### config.mk
export PLATFORM = sky130hd
export DESIGN_NAME = srr_status_core
export DESIGN_NICKNAME = d
export VERILOG_FILES = /design/src/rtl/srr_pkg.sv /design/src/rtl/srr_reg_set.sv /design/src/rtl/srr_status_core.sv
export VERILOG_INCLUDE_DIRS = /design/src /design/src/rtl
export SDC_FILE = /design/constraint.sdc
export NUM_CORES = 1
export LEC_CHECK = 0
export ABC_AREA = 1
export ABC_CLOCK_PERIOD_IN_PS = 3100
export BUFFER_PORTS_ARGS = -buffer_cell sky130_fd_sc_hd__buf_2
export CORE_MARGIN = 3
export CORE_UTILIZATION = 40
export DETAILED_ROUTE_END_ITERATION = 7
export SLEW_MARGIN = 20
export SYNTH_ARGS = -nofsm -noshare
export SYNTH_HDL_FRONTEND = slang
export SYNTH_SLANG_ARGS = --single-unit
### constraint.sdc
create_clock -name clk_i -period 3.1 [get_ports clk_i]
set_input_delay 0.62 -clock clk_i [delete_from_list [all_inputs] [get_ports clk_i]]
set_output_delay 0.62 -clock clk_i [all_outputs]
set_load 0.01 [all_outputs]
### src/rtl/srr_map.svh
// bit positions, masks, widths and reset values of the status reporting registers
`ifndef SRR_MAP_SVH
`define SRR_MAP_SVH

// ---------------------------------------------------------------
// status summary byte bit positions
// ---------------------------------------------------------------
`define SRR_SB_OPER 7
`define SRR_SB_MASTER 6
`define SRR_SB_STD 5
`define SRR_SB_MSG 4
`define SRR_SB_QUES 3
`define SRR_SB_ERR 2
// summary bits able to feed the master summary flag
`define SRR_SB_MASK 8'hbc

// ---------------------------------------------------------------
// standard event latch bit positions
// ---------------------------------------------------------------
`define SRR_SE_POWER_UP 7
`define SRR_SE_PARSE 5
`define SRR_SE_EXEC 4
`define SRR_SE_DEVICE 3
`define SRR_SE_QUERY_LOSS 2
`define SRR_SE_OPS_DONE 0
// defined standard event bits; positions 6 and 1 stay zero
`define SRR_SE_MASK 8'hbd

// ---------------------------------------------------------------
// widths and reset values
// ---------------------------------------------------------------
`define SRR_OPER_WIDTH 7
`define SRR_QUES_WIDTH 11
`define SRR_RESP_WIDTH 16
`define SRR_SRE_RESET 8'h00
`define SRR_ESE_RESET 8'h00
`define SRR_EVT_RESET 8'h00

`endif

### src/rtl/srr_pkg.sv
// types shared by the status reporting block
package srr_pkg;

   // ---------------------------------------------------------------
   // host commands
   // ---------------------------------------------------------------
   typedef enum logic [3:0] {
      CMD_READ_STATUS,
      CMD_READ_SRQ_MASK,
      CMD_WRITE_SRQ_MASK,
      CMD_READ_STD_EVENT,
      CMD_READ_STD_ENABLE,
      CMD_WRITE_STD_ENABLE,
      CMD_CLEAR_STATUS,
      CMD_OPS_DONE_ARM,
      CMD_READ_OPER_EVENT,
      CMD_READ_OPER_COND,
      CMD_READ_OPER_ENABLE,
      CMD_WRITE_OPER_ENABLE,
      CMD_READ_QUES_EVENT,
      CMD_READ_QUES_COND,
      CMD_READ_QUES_ENABLE,
      CMD_WRITE_QUES_ENABLE
   } srr_cmd_e;

   // ---------------------------------------------------------------
   // operations-done tracker states
   // ---------------------------------------------------------------
   typedef enum logic {
      OPC_IDLE,
      OPC_ARMED
   } srr_opc_e;

endpackage : srr_pkg

### src/rtl/srr_reg_set.sv
// one register set: optional condition, latching event and enable with summary
`timescale 1ns/10ps

module srr_reg_set #(
   parameter int WIDTH = 8,
   parameter bit HAS_COND = 1'b1,
   parameter logic [WIDTH-1:0] DEF_MASK = '1,
   parameter logic [WIDTH-1:0] ENA_RESET = '0
) (
   // clock, reset, enable
   input wire logic clk_i,
   input wire logic rstn_i,
   input wire logic en_i,
   // sources
   input wire logic [WIDTH-1:0] cond_i,
   input wire logic [WIDTH-1:0] evt_i,
   // host side
   input wire logic clear_i,
   input wire logic ena_we_i,
   input wire logic [WIDTH-1:0] ena_wdata_i,
   // state
   output logic [WIDTH-1:0] event_o,
   output logic [WIDTH-1:0] enable_o,
   output logic [WIDTH-1:0] cond_o,
   output logic summary_o
);

   logic [WIDTH-1:0] event_q;
   logic [WIDTH-1:0] event_d;
   logic [WIDTH-1:0] enable_q;
   logic [WIDTH-1:0] rise;

   // ---------------------------------------------------------------
   // condition stage
   // ---------------------------------------------------------------
   generate
      if (HAS_COND) begin : g_cond
         logic [WIDTH-1:0] cond_prev_q;
         // previous level, for rising-transition events
         always_ff @(posedge clk_i) begin
            if (!rstn_i) begin
               cond_prev_q <= '0;
            end else if (en_i) begin
               cond_prev_q <= cond_i;
            end
         end
         assign rise = cond_i & ~cond_prev_q;
         assign cond_o = cond_i;
      end else begin : g_nocond
         assign rise = '0;
         assign cond_o = '0;
      end
   endgenerate

   // ---------------------------------------------------------------
   // event latch
   // ---------------------------------------------------------------
   // set beats clear so an event in the read cycle survives
   always_comb begin
      event_d = clear_i ? '0 : event_q;
      event_d = event_d | ((evt_i | rise) & DEF_MASK);
   end

   always_ff @(posedge clk_i) begin
      if (!rstn_i) begin
         event_q <= '0;
      end else if (en_i) begin
         event_q <= event_d;
      end
   end

   // enable mask, the only host-writable part
   always_ff @(posedge clk_i) begin
      if (!rstn_i) begin
         enable_q <= ENA_RESET & DEF_MASK;
      end else if (en_i && ena_we_i) begin
         enable_q <= ena_wdata_i & DEF_MASK;
      end
   end

   assign event_o = event_q;
   assign enable_o = enable_q;
   assign summary_o = |(event_q & enable_q);
endmodule : srr_reg_set

### src/rtl/srr_status_core.sv
// status reporting core: status byte, service request mask and three register sets
`timescale 1ns/10ps
`include "srr_map.svh"

// ---------------------------------------------------------------
// How it works
// - event bits latch and hold until cleared
// - condition registers mirror live state, read only
// - set summary is OR of event AND enable
// - host writes only enable masks
// - status byte summaries follow sources, unlatched
// - master flag bit 6, not cleared by read
// - master flag clears only via source or mask
// - bit 7 operation, bit 3 questionable summary
// - bit 5 standard event summary
// - bit 4 follows output message waiting
// - bit 2 follows error queue nonempty
// - standard event read returns and clears; mask RW
// - power-up sets standard event bit 7
// - parse errors set standard event bit 5
// - execution faults set standard event bit 4
// - device faults set standard event bit 3
// - lost query data sets standard event bit 2
// - armed operations-done sets bit 0 when idle
// - standard set has no condition register
// - replies and masks are binary-weighted values
// ---------------------------------------------------------------

module srr_status_core #(
   parameter int OPER_W = `SRR_OPER_WIDTH,
   parameter int QUES_W = `SRR_QUES_WIDTH
) (
   // clock, reset, enable
   input wire logic clk_i,
   input wire logic rstn_i,
   input wire logic en_i,
   // host command port
   input wire logic cmd_valid_i,
   input srr_pkg::srr_cmd_e cmd_code_i,
   input wire logic [`SRR_RESP_WIDTH-1:0] cmd_data_i,
   // query response
   output logic resp_valid_o,
   output logic [`SRR_RESP_WIDTH-1:0] resp_value_o,
   // standard event sources
   input wire logic command_parse_error_i,
   input wire logic execution_fault_i,
   input wire logic device_specific_fault_i,
   input wire logic query_loss_fault_i,
   input wire logic ops_pending_i,
   // queue levels
   input wire logic output_message_waiting_i,
   input wire logic error_queue_nonempty_i,
   // live instrument conditions
   input wire logic [OPER_W-1:0] oper_cond_i,
   input wire logic [QUES_W-1:0] ques_cond_i,
   // status
   output logic [7:0] status_byte_o,
   output logic master_summary_flag_o
);

   // ---------------------------------------------------------------
   // command decode
   // ---------------------------------------------------------------
   function automatic logic is_cmd(input logic valid, input srr_pkg::srr_cmd_e code,
                                   input srr_pkg::srr_cmd_e want);
      return valid && (code == want);
   endfunction : is_cmd

   logic rd_status;
   logic rd_sre;
   logic wr_sre;
   logic rd_std_ev;
   logic rd_std_en;
   logic wr_std_en;
   logic clear_all;
   logic ops_arm;
   logic rd_oper_ev;
   logic rd_oper_cond;
   logic rd_oper_en;
   logic wr_oper_en;
   logic rd_ques_ev;
   logic rd_ques_cond;
   logic rd_ques_en;
   logic wr_ques_en;

   // one strobe per command; an unknown strobe combination cannot occur
   assign rd_status = is_cmd(cmd_valid_i, cmd_code_i, srr_pkg::CMD_READ_STATUS);
   assign rd_sre = is_cmd(cmd_valid_i, cmd_code_i, srr_pkg::CMD_READ_SRQ_MASK);
   assign wr_sre = is_cmd(cmd_valid_i, cmd_code_i, srr_pkg::CMD_WRITE_SRQ_MASK);
   assign rd_std_ev = is_cmd(cmd_valid_i, cmd_code_i, srr_pkg::CMD_READ_STD_EVENT);
   assign rd_std_en = is_cmd(cmd_valid_i, cmd_code_i, srr_pkg::CMD_READ_STD_ENABLE);
   assign wr_std_en = is_cmd(cmd_valid_i, cmd_code_i, srr_pkg::CMD_WRITE_STD_ENABLE);
   assign clear_all = is_cmd(cmd_valid_i, cmd_code_i, srr_pkg::CMD_CLEAR_STATUS);
   assign ops_arm = is_cmd(cmd_valid_i, cmd_code_i, srr_pkg::CMD_OPS_DONE_ARM);
   assign rd_oper_ev = is_cmd(cmd_valid_i, cmd_code_i, srr_pkg::CMD_READ_OPER_EVENT);
   assign rd_oper_cond = is_cmd(cmd_valid_i, cmd_code_i, srr_pkg::CMD_READ_OPER_COND);
   assign rd_oper_en = is_cmd(cmd_valid_i, cmd_code_i, srr_pkg::CMD_READ_OPER_ENABLE);
   assign wr_oper_en = is_cmd(cmd_valid_i, cmd_code_i, srr_pkg::CMD_WRITE_OPER_ENABLE);
   assign rd_ques_ev = is_cmd(cmd_valid_i, cmd_code_i, srr_pkg::CMD_READ_QUES_EVENT);
   assign rd_ques_cond = is_cmd(cmd_valid_i, cmd_code_i, srr_pkg::CMD_READ_QUES_COND);
   assign rd_ques_en = is_cmd(cmd_valid_i, cmd_code_i, srr_pkg::CMD_READ_QUES_ENABLE);
   assign wr_ques_en = is_cmd(cmd_valid_i, cmd_code_i, srr_pkg::CMD_WRITE_QUES_ENABLE);

   // ---------------------------------------------------------------
   // power-up and operations-done tracking
   // ---------------------------------------------------------------
   logic pon_pending_q;
   srr_pkg::srr_opc_e opc_state_q;
   logic opc_done;

   // every reset release counts as an off-on transition
   always_ff @(posedge clk_i) begin
      if (!rstn_i) begin
         pon_pending_q <= 1'b1;
      end else if (en_i) begin
         pon_pending_q <= 1'b0;
      end
   end

   // finishing needs a cycle with no pending work after arming
   assign opc_done = (opc_state_q == srr_pkg::OPC_ARMED) && !ops_pending_i && !clear_all;

   always_ff @(posedge clk_i) begin
      if (!rstn_i) begin
         opc_state_q <= srr_pkg::OPC_IDLE;
      end else if (en_i) begin
         case (opc_state_q)
            srr_pkg::OPC_IDLE: begin
               if (ops_arm) begin
                  opc_state_q <= srr_pkg::OPC_ARMED;
               end
            end
            srr_pkg::OPC_ARMED: begin
               // clearing status also abandons a pending arm
               if (clear_all || !ops_pending_i) begin
                  opc_state_q <= srr_pkg::OPC_IDLE;
               end
            end
            default: begin
               opc_state_q <= srr_pkg::OPC_IDLE;
            end
         endcase
      end
   end

   // ---------------------------------------------------------------
   // standard event register set
   // ---------------------------------------------------------------
   logic [7:0] std_set;
   logic [7:0] std_event;
   logic [7:0] std_enable;
   logic std_clear;
   logic std_sum;

   // each source pulse maps onto its fixed bit
   always_comb begin
      std_set = 8'h00;
      std_set[`SRR_SE_POWER_UP] = pon_pending_q;
      std_set[`SRR_SE_PARSE] = command_parse_error_i;
      std_set[`SRR_SE_EXEC] = execution_fault_i;
      std_set[`SRR_SE_DEVICE] = device_specific_fault_i;
      std_set[`SRR_SE_QUERY_LOSS] = query_loss_fault_i;
      std_set[`SRR_SE_OPS_DONE] = opc_done;
   end

   assign std_clear = rd_std_ev || clear_all;

   srr_reg_set #(
      .WIDTH(8),
      .HAS_COND(1'b0),
      .DEF_MASK(`SRR_SE_MASK),
      .ENA_RESET(`SRR_ESE_RESET)
   ) u_std_set (
      .clk_i(clk_i),
      .rstn_i(rstn_i),
      .en_i(en_i),
      .cond_i(8'h00),
      .evt_i(std_set),
      .clear_i(std_clear),
      .ena_we_i(wr_std_en),
      .ena_wdata_i(cmd_data_i[7:0]),
      .event_o(std_event),
      .enable_o(std_enable),
      .cond_o(),
      .summary_o(std_sum)
   );

   // ---------------------------------------------------------------
   // operation and questionable register sets
   // ---------------------------------------------------------------
   logic [OPER_W-1:0] oper_event;
   logic [OPER_W-1:0] oper_enable;
   logic [OPER_W-1:0] oper_cond;
   logic oper_sum;
   logic [QUES_W-1:0] ques_event;
   logic [QUES_W-1:0] ques_enable;
   logic [QUES_W-1:0] ques_cond;
   logic ques_sum;

   // events come only from rising condition levels here
   srr_reg_set #(
      .WIDTH(OPER_W),
      .HAS_COND(1'b1)
   ) u_oper_set (
      .clk_i(clk_i),
      .rstn_i(rstn_i),
      .en_i(en_i),
      .cond_i(oper_cond_i),
      .evt_i('0),
      .clear_i(rd_oper_ev || clear_all),
      .ena_we_i(wr_oper_en),
      .ena_wdata_i(cmd_data_i[OPER_W-1:0]),
      .event_o(oper_event),
      .enable_o(oper_enable),
      .cond_o(oper_cond),
      .summary_o(oper_sum)
   );

   srr_reg_set #(
      .WIDTH(QUES_W),
      .HAS_COND(1'b1)
   ) u_ques_set (
      .clk_i(clk_i),
      .rstn_i(rstn_i),
      .en_i(en_i),
      .cond_i(ques_cond_i),
      .evt_i('0),
      .clear_i(rd_ques_ev || clear_all),
      .ena_we_i(wr_ques_en),
      .ena_wdata_i(cmd_data_i[QUES_W-1:0]),
      .event_o(ques_event),
      .enable_o(ques_enable),
      .cond_o(ques_cond),
      .summary_o(ques_sum)
   );

   // ---------------------------------------------------------------
   // status byte and service request mask
   // ---------------------------------------------------------------
   logic [7:0] sre_q;
   logic [7:0] sb_sum;
   logic [7:0] sb_d;
   logic [7:0] sb_q;
   logic mss_d;

   // bit 6 of the mask is never stored, so it cannot loop on itself
   always_ff @(posedge clk_i) begin
      if (!rstn_i) begin
         sre_q <= `SRR_SRE_RESET;
      end else if (en_i && wr_sre) begin
         sre_q <= cmd_data_i[7:0] & `SRR_SB_MASK;
      end
   end

   // summaries are plain wires: no latch between set and byte
   always_comb begin
      sb_sum = 8'h00;
      sb_sum[`SRR_SB_OPER] = oper_sum;
      sb_sum[`SRR_SB_STD] = std_sum;
      sb_sum[`SRR_SB_MSG] = output_message_waiting_i;
      sb_sum[`SRR_SB_QUES] = ques_sum;
      sb_sum[`SRR_SB_ERR] = error_queue_nonempty_i;
      mss_d = |(sb_sum & sre_q & `SRR_SB_MASK);
      sb_d = sb_sum;
      sb_d[`SRR_SB_MASTER] = mss_d;
   end

   // output copy, one cycle behind the summaries and queue levels; reads never touch it
   always_ff @(posedge clk_i) begin
      if (!rstn_i) begin
         sb_q <= 8'h00;
      end else if (en_i) begin
         sb_q <= sb_d;
      end
   end

   assign status_byte_o = sb_q;
   assign master_summary_flag_o = sb_q[`SRR_SB_MASTER];

   // ---------------------------------------------------------------
   // query responses
   // ---------------------------------------------------------------
   logic [`SRR_RESP_WIDTH-1:0] resp_d;
   logic resp_vd;
   logic [`SRR_RESP_WIDTH-1:0] resp_q;
   logic resp_valid_q;

   // value is the binary-weighted sum; text formatting lies upstream
   always_comb begin
      resp_d = '0;
      resp_vd = 1'b1;
      if (rd_status) begin
         resp_d = {8'h00, sb_d};
      end else if (rd_sre) begin
         resp_d = {8'h00, sre_q};
      end else if (rd_std_ev) begin
         resp_d = {8'h00, std_event};
      end else if (rd_std_en) begin
         resp_d = {8'h00, std_enable};
      end else if (rd_oper_ev) begin
         resp_d = `SRR_RESP_WIDTH'(oper_event);
      end else if (rd_oper_cond) begin
         resp_d = `SRR_RESP_WIDTH'(oper_cond);
      end else if (rd_oper_en) begin
         resp_d = `SRR_RESP_WIDTH'(oper_enable);
      end else if (rd_ques_ev) begin
         resp_d = `SRR_RESP_WIDTH'(ques_event);
      end else if (rd_ques_cond) begin
         resp_d = `SRR_RESP_WIDTH'(ques_cond);
      end else if (rd_ques_en) begin
         resp_d = `SRR_RESP_WIDTH'(ques_enable);
      end else begin
         resp_vd = 1'b0;
      end
   end

   always_ff @(posedge clk_i) begin
      if (!rstn_i) begin
         resp_q <= '0;
         resp_valid_q <= 1'b0;
      end else if (en_i) begin
         resp_q <= resp_d;
         resp_valid_q <= resp_vd;
      end
   end

   assign resp_value_o = resp_q;
   assign resp_valid_o = resp_valid_q;
endmodule : srr_status_core

==> metrics.md <==
| Metric | Value |
|---|---|
| Outcome | finished clean |
| Number of different library cells in the post-synthesis netlist | 35 |
| Setup bufs post-CTS | 0 |
| CTS resizes | 0 |
| Worst slew slack as a fraction of its limit | 35.09% |
| Setup crit start kind | input port |
| Final number of hold-violating endpoints | 0 |
| Final count of negative-setup-slack endpoints | 0 |
| Peak supply drop | 0.2595 mV |
| Slowest library cell on the worst path | sky130_fd_sc_hd__nor2_1 |
| First drt pass iteration count | 5 |
| Post-Syn Area per Cell | 7.041 sq um |
| Period Utilization, post-route | 60.67% |
| First-pass GRT wire length | 18930 um |
| Cells after synthesis | 604 |
| Rows | 37 |
| IO buf count | 62 |
| Worst Path Buf+Inv | 2 |
| Clock sink count | 91 |
| Final setup skew | 0.007750 ns |
| Post-route design area | 0.004812 sq mm |
| DP Wirelength | 9016 um |
| Largest fanout on the critical path | 11 |
| Net total in the final layout | 708 |
| Vias after detailed routing | 4029 |
| Overall power consumption | 2.231 mW |
| Y dimension of the die | 109.1 um |
| Number of cells in the design after placement | 784 |
| Bufs on Longest Clock Path | 2 |
| Kind of cell adding the most delay to the critical path | simple AND/OR/NAND/NOR gates |
| Std-Cell Core Area | 0.01032 sq mm |
| Largest stage delay on the critical path | 0.39 ns |
| Setup repair after global routing missed its margin | no |
| Number of hold buffers added after CTS | 0 |
| Arrival time at the worst endpoint | 2.09 ns |
| Wirelength, routed | 11880 um |
| DRC violation total after the first TritonRoute iteration | 237 |
| TritonCTS buffer count | 9 |
| Die ar. | 0.01191 sq mm |
| Time the worst path needs with I/O delays and setup | 1.881 ns |
| Highest attainable clock frequency | 531.7 MHz |
| Count of placed standard cells in the final layout, fillers left out | 800 |
| Max-slew violations | 0 |
| Grt total ovfl | 0 |
| Cell at the root of the clock tree | sky130_fd_sc_hd__clkbuf_8 |
| Vias in the first global route | 3610 |
| Register area share after synthesis | 42.84% |
| Average wire length per cell after detail routing | 14.85 um |
| Per-cell via count in the routed design | 5.036 |
| TritonCTS clock tree | yes |
| Cell Area, Placed | 0.004639 sq mm |
| Die Width | 109.1 um |
| Post-layout util | 46.61% |
| GRT Overall Usage | 20.92% |
| # diodes | 0 |
| Effective utilization at floorplan | 41.20% |
| Transition at the pin with the smallest max-transition slack | 0.9736 ns |
| Post-route setup TNS | 0 ns |
| Fill count | 1113 |
| Worst Hold Class | register to register |
| Number of antenna violations at the first check in global routing | 0 |
| DRC errors left | 0 |
| Req. time, crit path | 3.31 ns |
| FF+latch count, synth | 91 |
| Area Growth Syn to Fin | 13.15% |
| H-tree Lvls | 3 |
| P_leak | 2.090 nW |
| Fraction of layout cells with a size suffix above 1 | 18.98% |
| Number of nets with antenna violations after detailed routing | 0 |
| Crit path cell chain | buf_2, inv_2, nand3_4, nor2_1, o21ai_1, nand2_1, a21oi_1 |
| Largest net degree at the start of global routing | 56 |
| Type of element capturing the critical path | register |
| CTS clk-pin slew, worst paths | 0.08 ns |
| Most common cell after layout, fill and taps aside | sky130_fd_sc_hd__nand2_1 |
| Number of top-level pins | 75 |
| Summed instance area of the synthesized netlist | 0.004253 sq mm |
| Commonest cells after routing, fill and taps aside | sky130_fd_sc_hd__nand2_1, sky130_fd_sc_hd__dfxtp_1, sky130_fd_sc_hd__a21oi_1 |
| Global placer's final weighted congestion | 0.9196 |
| Worst skew pair latency | 0.37 ns |
| Path type of the worst setup path | input port to register |
| Max-cap check violation count | 0 |
| Number of warnings printed during yosys synthesis | 0 |
| Flop-to-flop setup slack | 1.69 ns |
| Total power per unit cell area | 463.7 mW/mm^2 |
cell families (layout without fill, tap and decap cells):
logic type | Yosys count | count (layout) | share of synthesized area [%]
and+or+nand+nor | 276 | 276 | 29.04
AOI/OAI and AO/OA | 158 | 158 | 20.27
DFF | 91 | 91 | 42.84
buffers and inverters | 78 | 132 | 7.767
other | 1 | 7 | 0.08818
registers in the layout (all words and copies together) (netlist names):
signal / count
u_oper_set.g_cond.cond_prev_q: 7
opc_state_q: 1
u_oper_set.event_o: 7
u_ques_set.enable_o: 11
pon_pending_q: 1
u_std_set.enable_o: 6
resp_valid_o: 1
u_std_set.event_o: 6
status_byte_o: 6
resp_value_o: 11
sre_q: 5
u_oper_set.enable_o: 7
u_ques_set.event_o: 11
u_ques_set.g_cond.cond_prev_q: 11
synth_stat cells:
| library cell | count | area, sq um |
|---|---|---|
| sky130_fd_sc_hd__nand2_1 | 169 | 634.4 |
| sky130_fd_sc_hd__dfxtp_1 | 91 | 1822 |
| sky130_fd_sc_hd__a21oi_1 | 81 | 405.4 |
| sky130_fd_sc_hd__nor2_1 | 51 | 191.4 |
| sky130_fd_sc_hd__o21ai_0 | 43 | 215.2 |
| sky130_fd_sc_hd__inv_1 | 42 | 157.7 |
| sky130_fd_sc_hd__or2_2 | 18 | 112.6 |
| sky130_fd_sc_hd__clkbuf_1 | 14 | 52.55 |
| sky130_fd_sc_hd__nand3_1 | 11 | 55.05 |
| sky130_fd_sc_hd__buf_4 | 9 | 67.56 |
| sky130_fd_sc_hd__inv_2 | 9 | 33.78 |
| sky130_fd_sc_hd__o211ai_1 | 9 | 67.56 |
| sky130_fd_sc_hd__o21ai_1 | 9 | 45.04 |
| sky130_fd_sc_hd__nor2_4 | 7 | 78.83 |
| sky130_fd_sc_hd__a22oi_1 | 4 | 30.03 |
| sky130_fd_sc_hd__a211oi_1 | 3 | 22.52 |
| sky130_fd_sc_hd__a21oi_2 | 3 | 26.28 |
| sky130_fd_sc_hd__buf_2 | 3 | 15.01 |
| sky130_fd_sc_hd__nand2_2 | 3 | 18.77 |
| sky130_fd_sc_hd__nor3_1 | 3 | 15.01 |
| sky130_fd_sc_hd__nor3_2 | 3 | 30.03 |
| sky130_fd_sc_hd__or2_0 | 3 | 18.77 |
| sky130_fd_sc_hd__a22o_1 | 2 | 17.52 |
| sky130_fd_sc_hd__nand4_1 | 2 | 12.51 |
| sky130_fd_sc_hd__nor2_2 | 2 | 12.51 |
| sky130_fd_sc_hd__buf_1 | 1 | 3.750 |
| sky130_fd_sc_hd__conb_1 | 1 | 3.750 |
| sky130_fd_sc_hd__nand2_4 | 1 | 11.26 |
| sky130_fd_sc_hd__nand3_4 | 1 | 17.52 |
| sky130_fd_sc_hd__nor2_8 | 1 | 20.02 |
| sky130_fd_sc_hd__nor4_1 | 1 | 6.260 |
| sky130_fd_sc_hd__o211a_1 | 1 | 10.01 |
| sky130_fd_sc_hd__o221ai_1 | 1 | 8.760 |
| sky130_fd_sc_hd__o22ai_1 | 1 | 6.260 |
| sky130_fd_sc_hd__o31ai_1 | 1 | 7.510 |
report_power, final:
part	total, mW	switching (mW)	internal [mW]
registers	1.25	0.0328	1.22
logic	0.247	0.159	0.0880
clock network	0.734	0.400	0.334
total	2.23	0.591	1.64
worst paths after layout:
path / cells after the start / end / startpoint
max: 7 / u_ques_set.event_o[6] / cmd_code_i[0]
min: 2 / u_ques_set.g_cond.cond_prev_q[3] / u_ques_set.g_cond.cond_prev_q[3]
max reg2reg: 8 / resp_value_o[6] / u_ques_set.enable_o[9]
min reg2reg: 2 / u_ques_set.g_cond.cond_prev_q[3] / u_ques_set.g_cond.cond_prev_q[3]
final cells by class:
class                   instances  area (sq um)  area share, %
clock inverters                 2         10.01         0.2080
flip-flops and latches         91          1822          37.86
inverters                      51         191.4          3.978
well taps                     136         170.2          3.536
clock buffers                  14         162.7          3.380
multi-input cells             441          2123          44.12
repair buffers                 65         332.8          6.916
stage by stage:
step / hold WS (ns) / worst slack (ns)
2_1_floorplan: 0.4191 / 1.360
3_3_place_gp: 0.4325 / 0.9106
3_5_place_dp: 0.4478 / 0.8722
4_1_cts: 0.4605 / 1.260
5_1_grt: 0.4736 / 1.068
6_report: 0.4588 / 1.219
routing by layer:
layer	vias to the layer above	share of wire (%)	global-route usage, %
met5	-	0	0
met4	0	2.0	7.665
met3	18	4.6	3.671
met2	101	48	34.34
met1	1842	45	27.46
li1	2068	-	-
worst reg2reg max path, cell delays in order (launching register included):
cell and delay (ns):
sky130_fd_sc_hd__dfxtp_1 0.32, sky130_fd_sc_hd__inv_1 0.06, sky130_fd_sc_hd__o21ai_0 0.11, sky130_fd_sc_hd__a211oi_1 0.24
sky130_fd_sc_hd__nand2_1 0.21, sky130_fd_sc_hd__nand2_1 0.10, sky130_fd_sc_hd__nand3_1 0.11, sky130_fd_sc_hd__nand2_1 0.08
sky130_fd_sc_hd__a21oi_1 0.06
(Power assumes the default switching activity.)
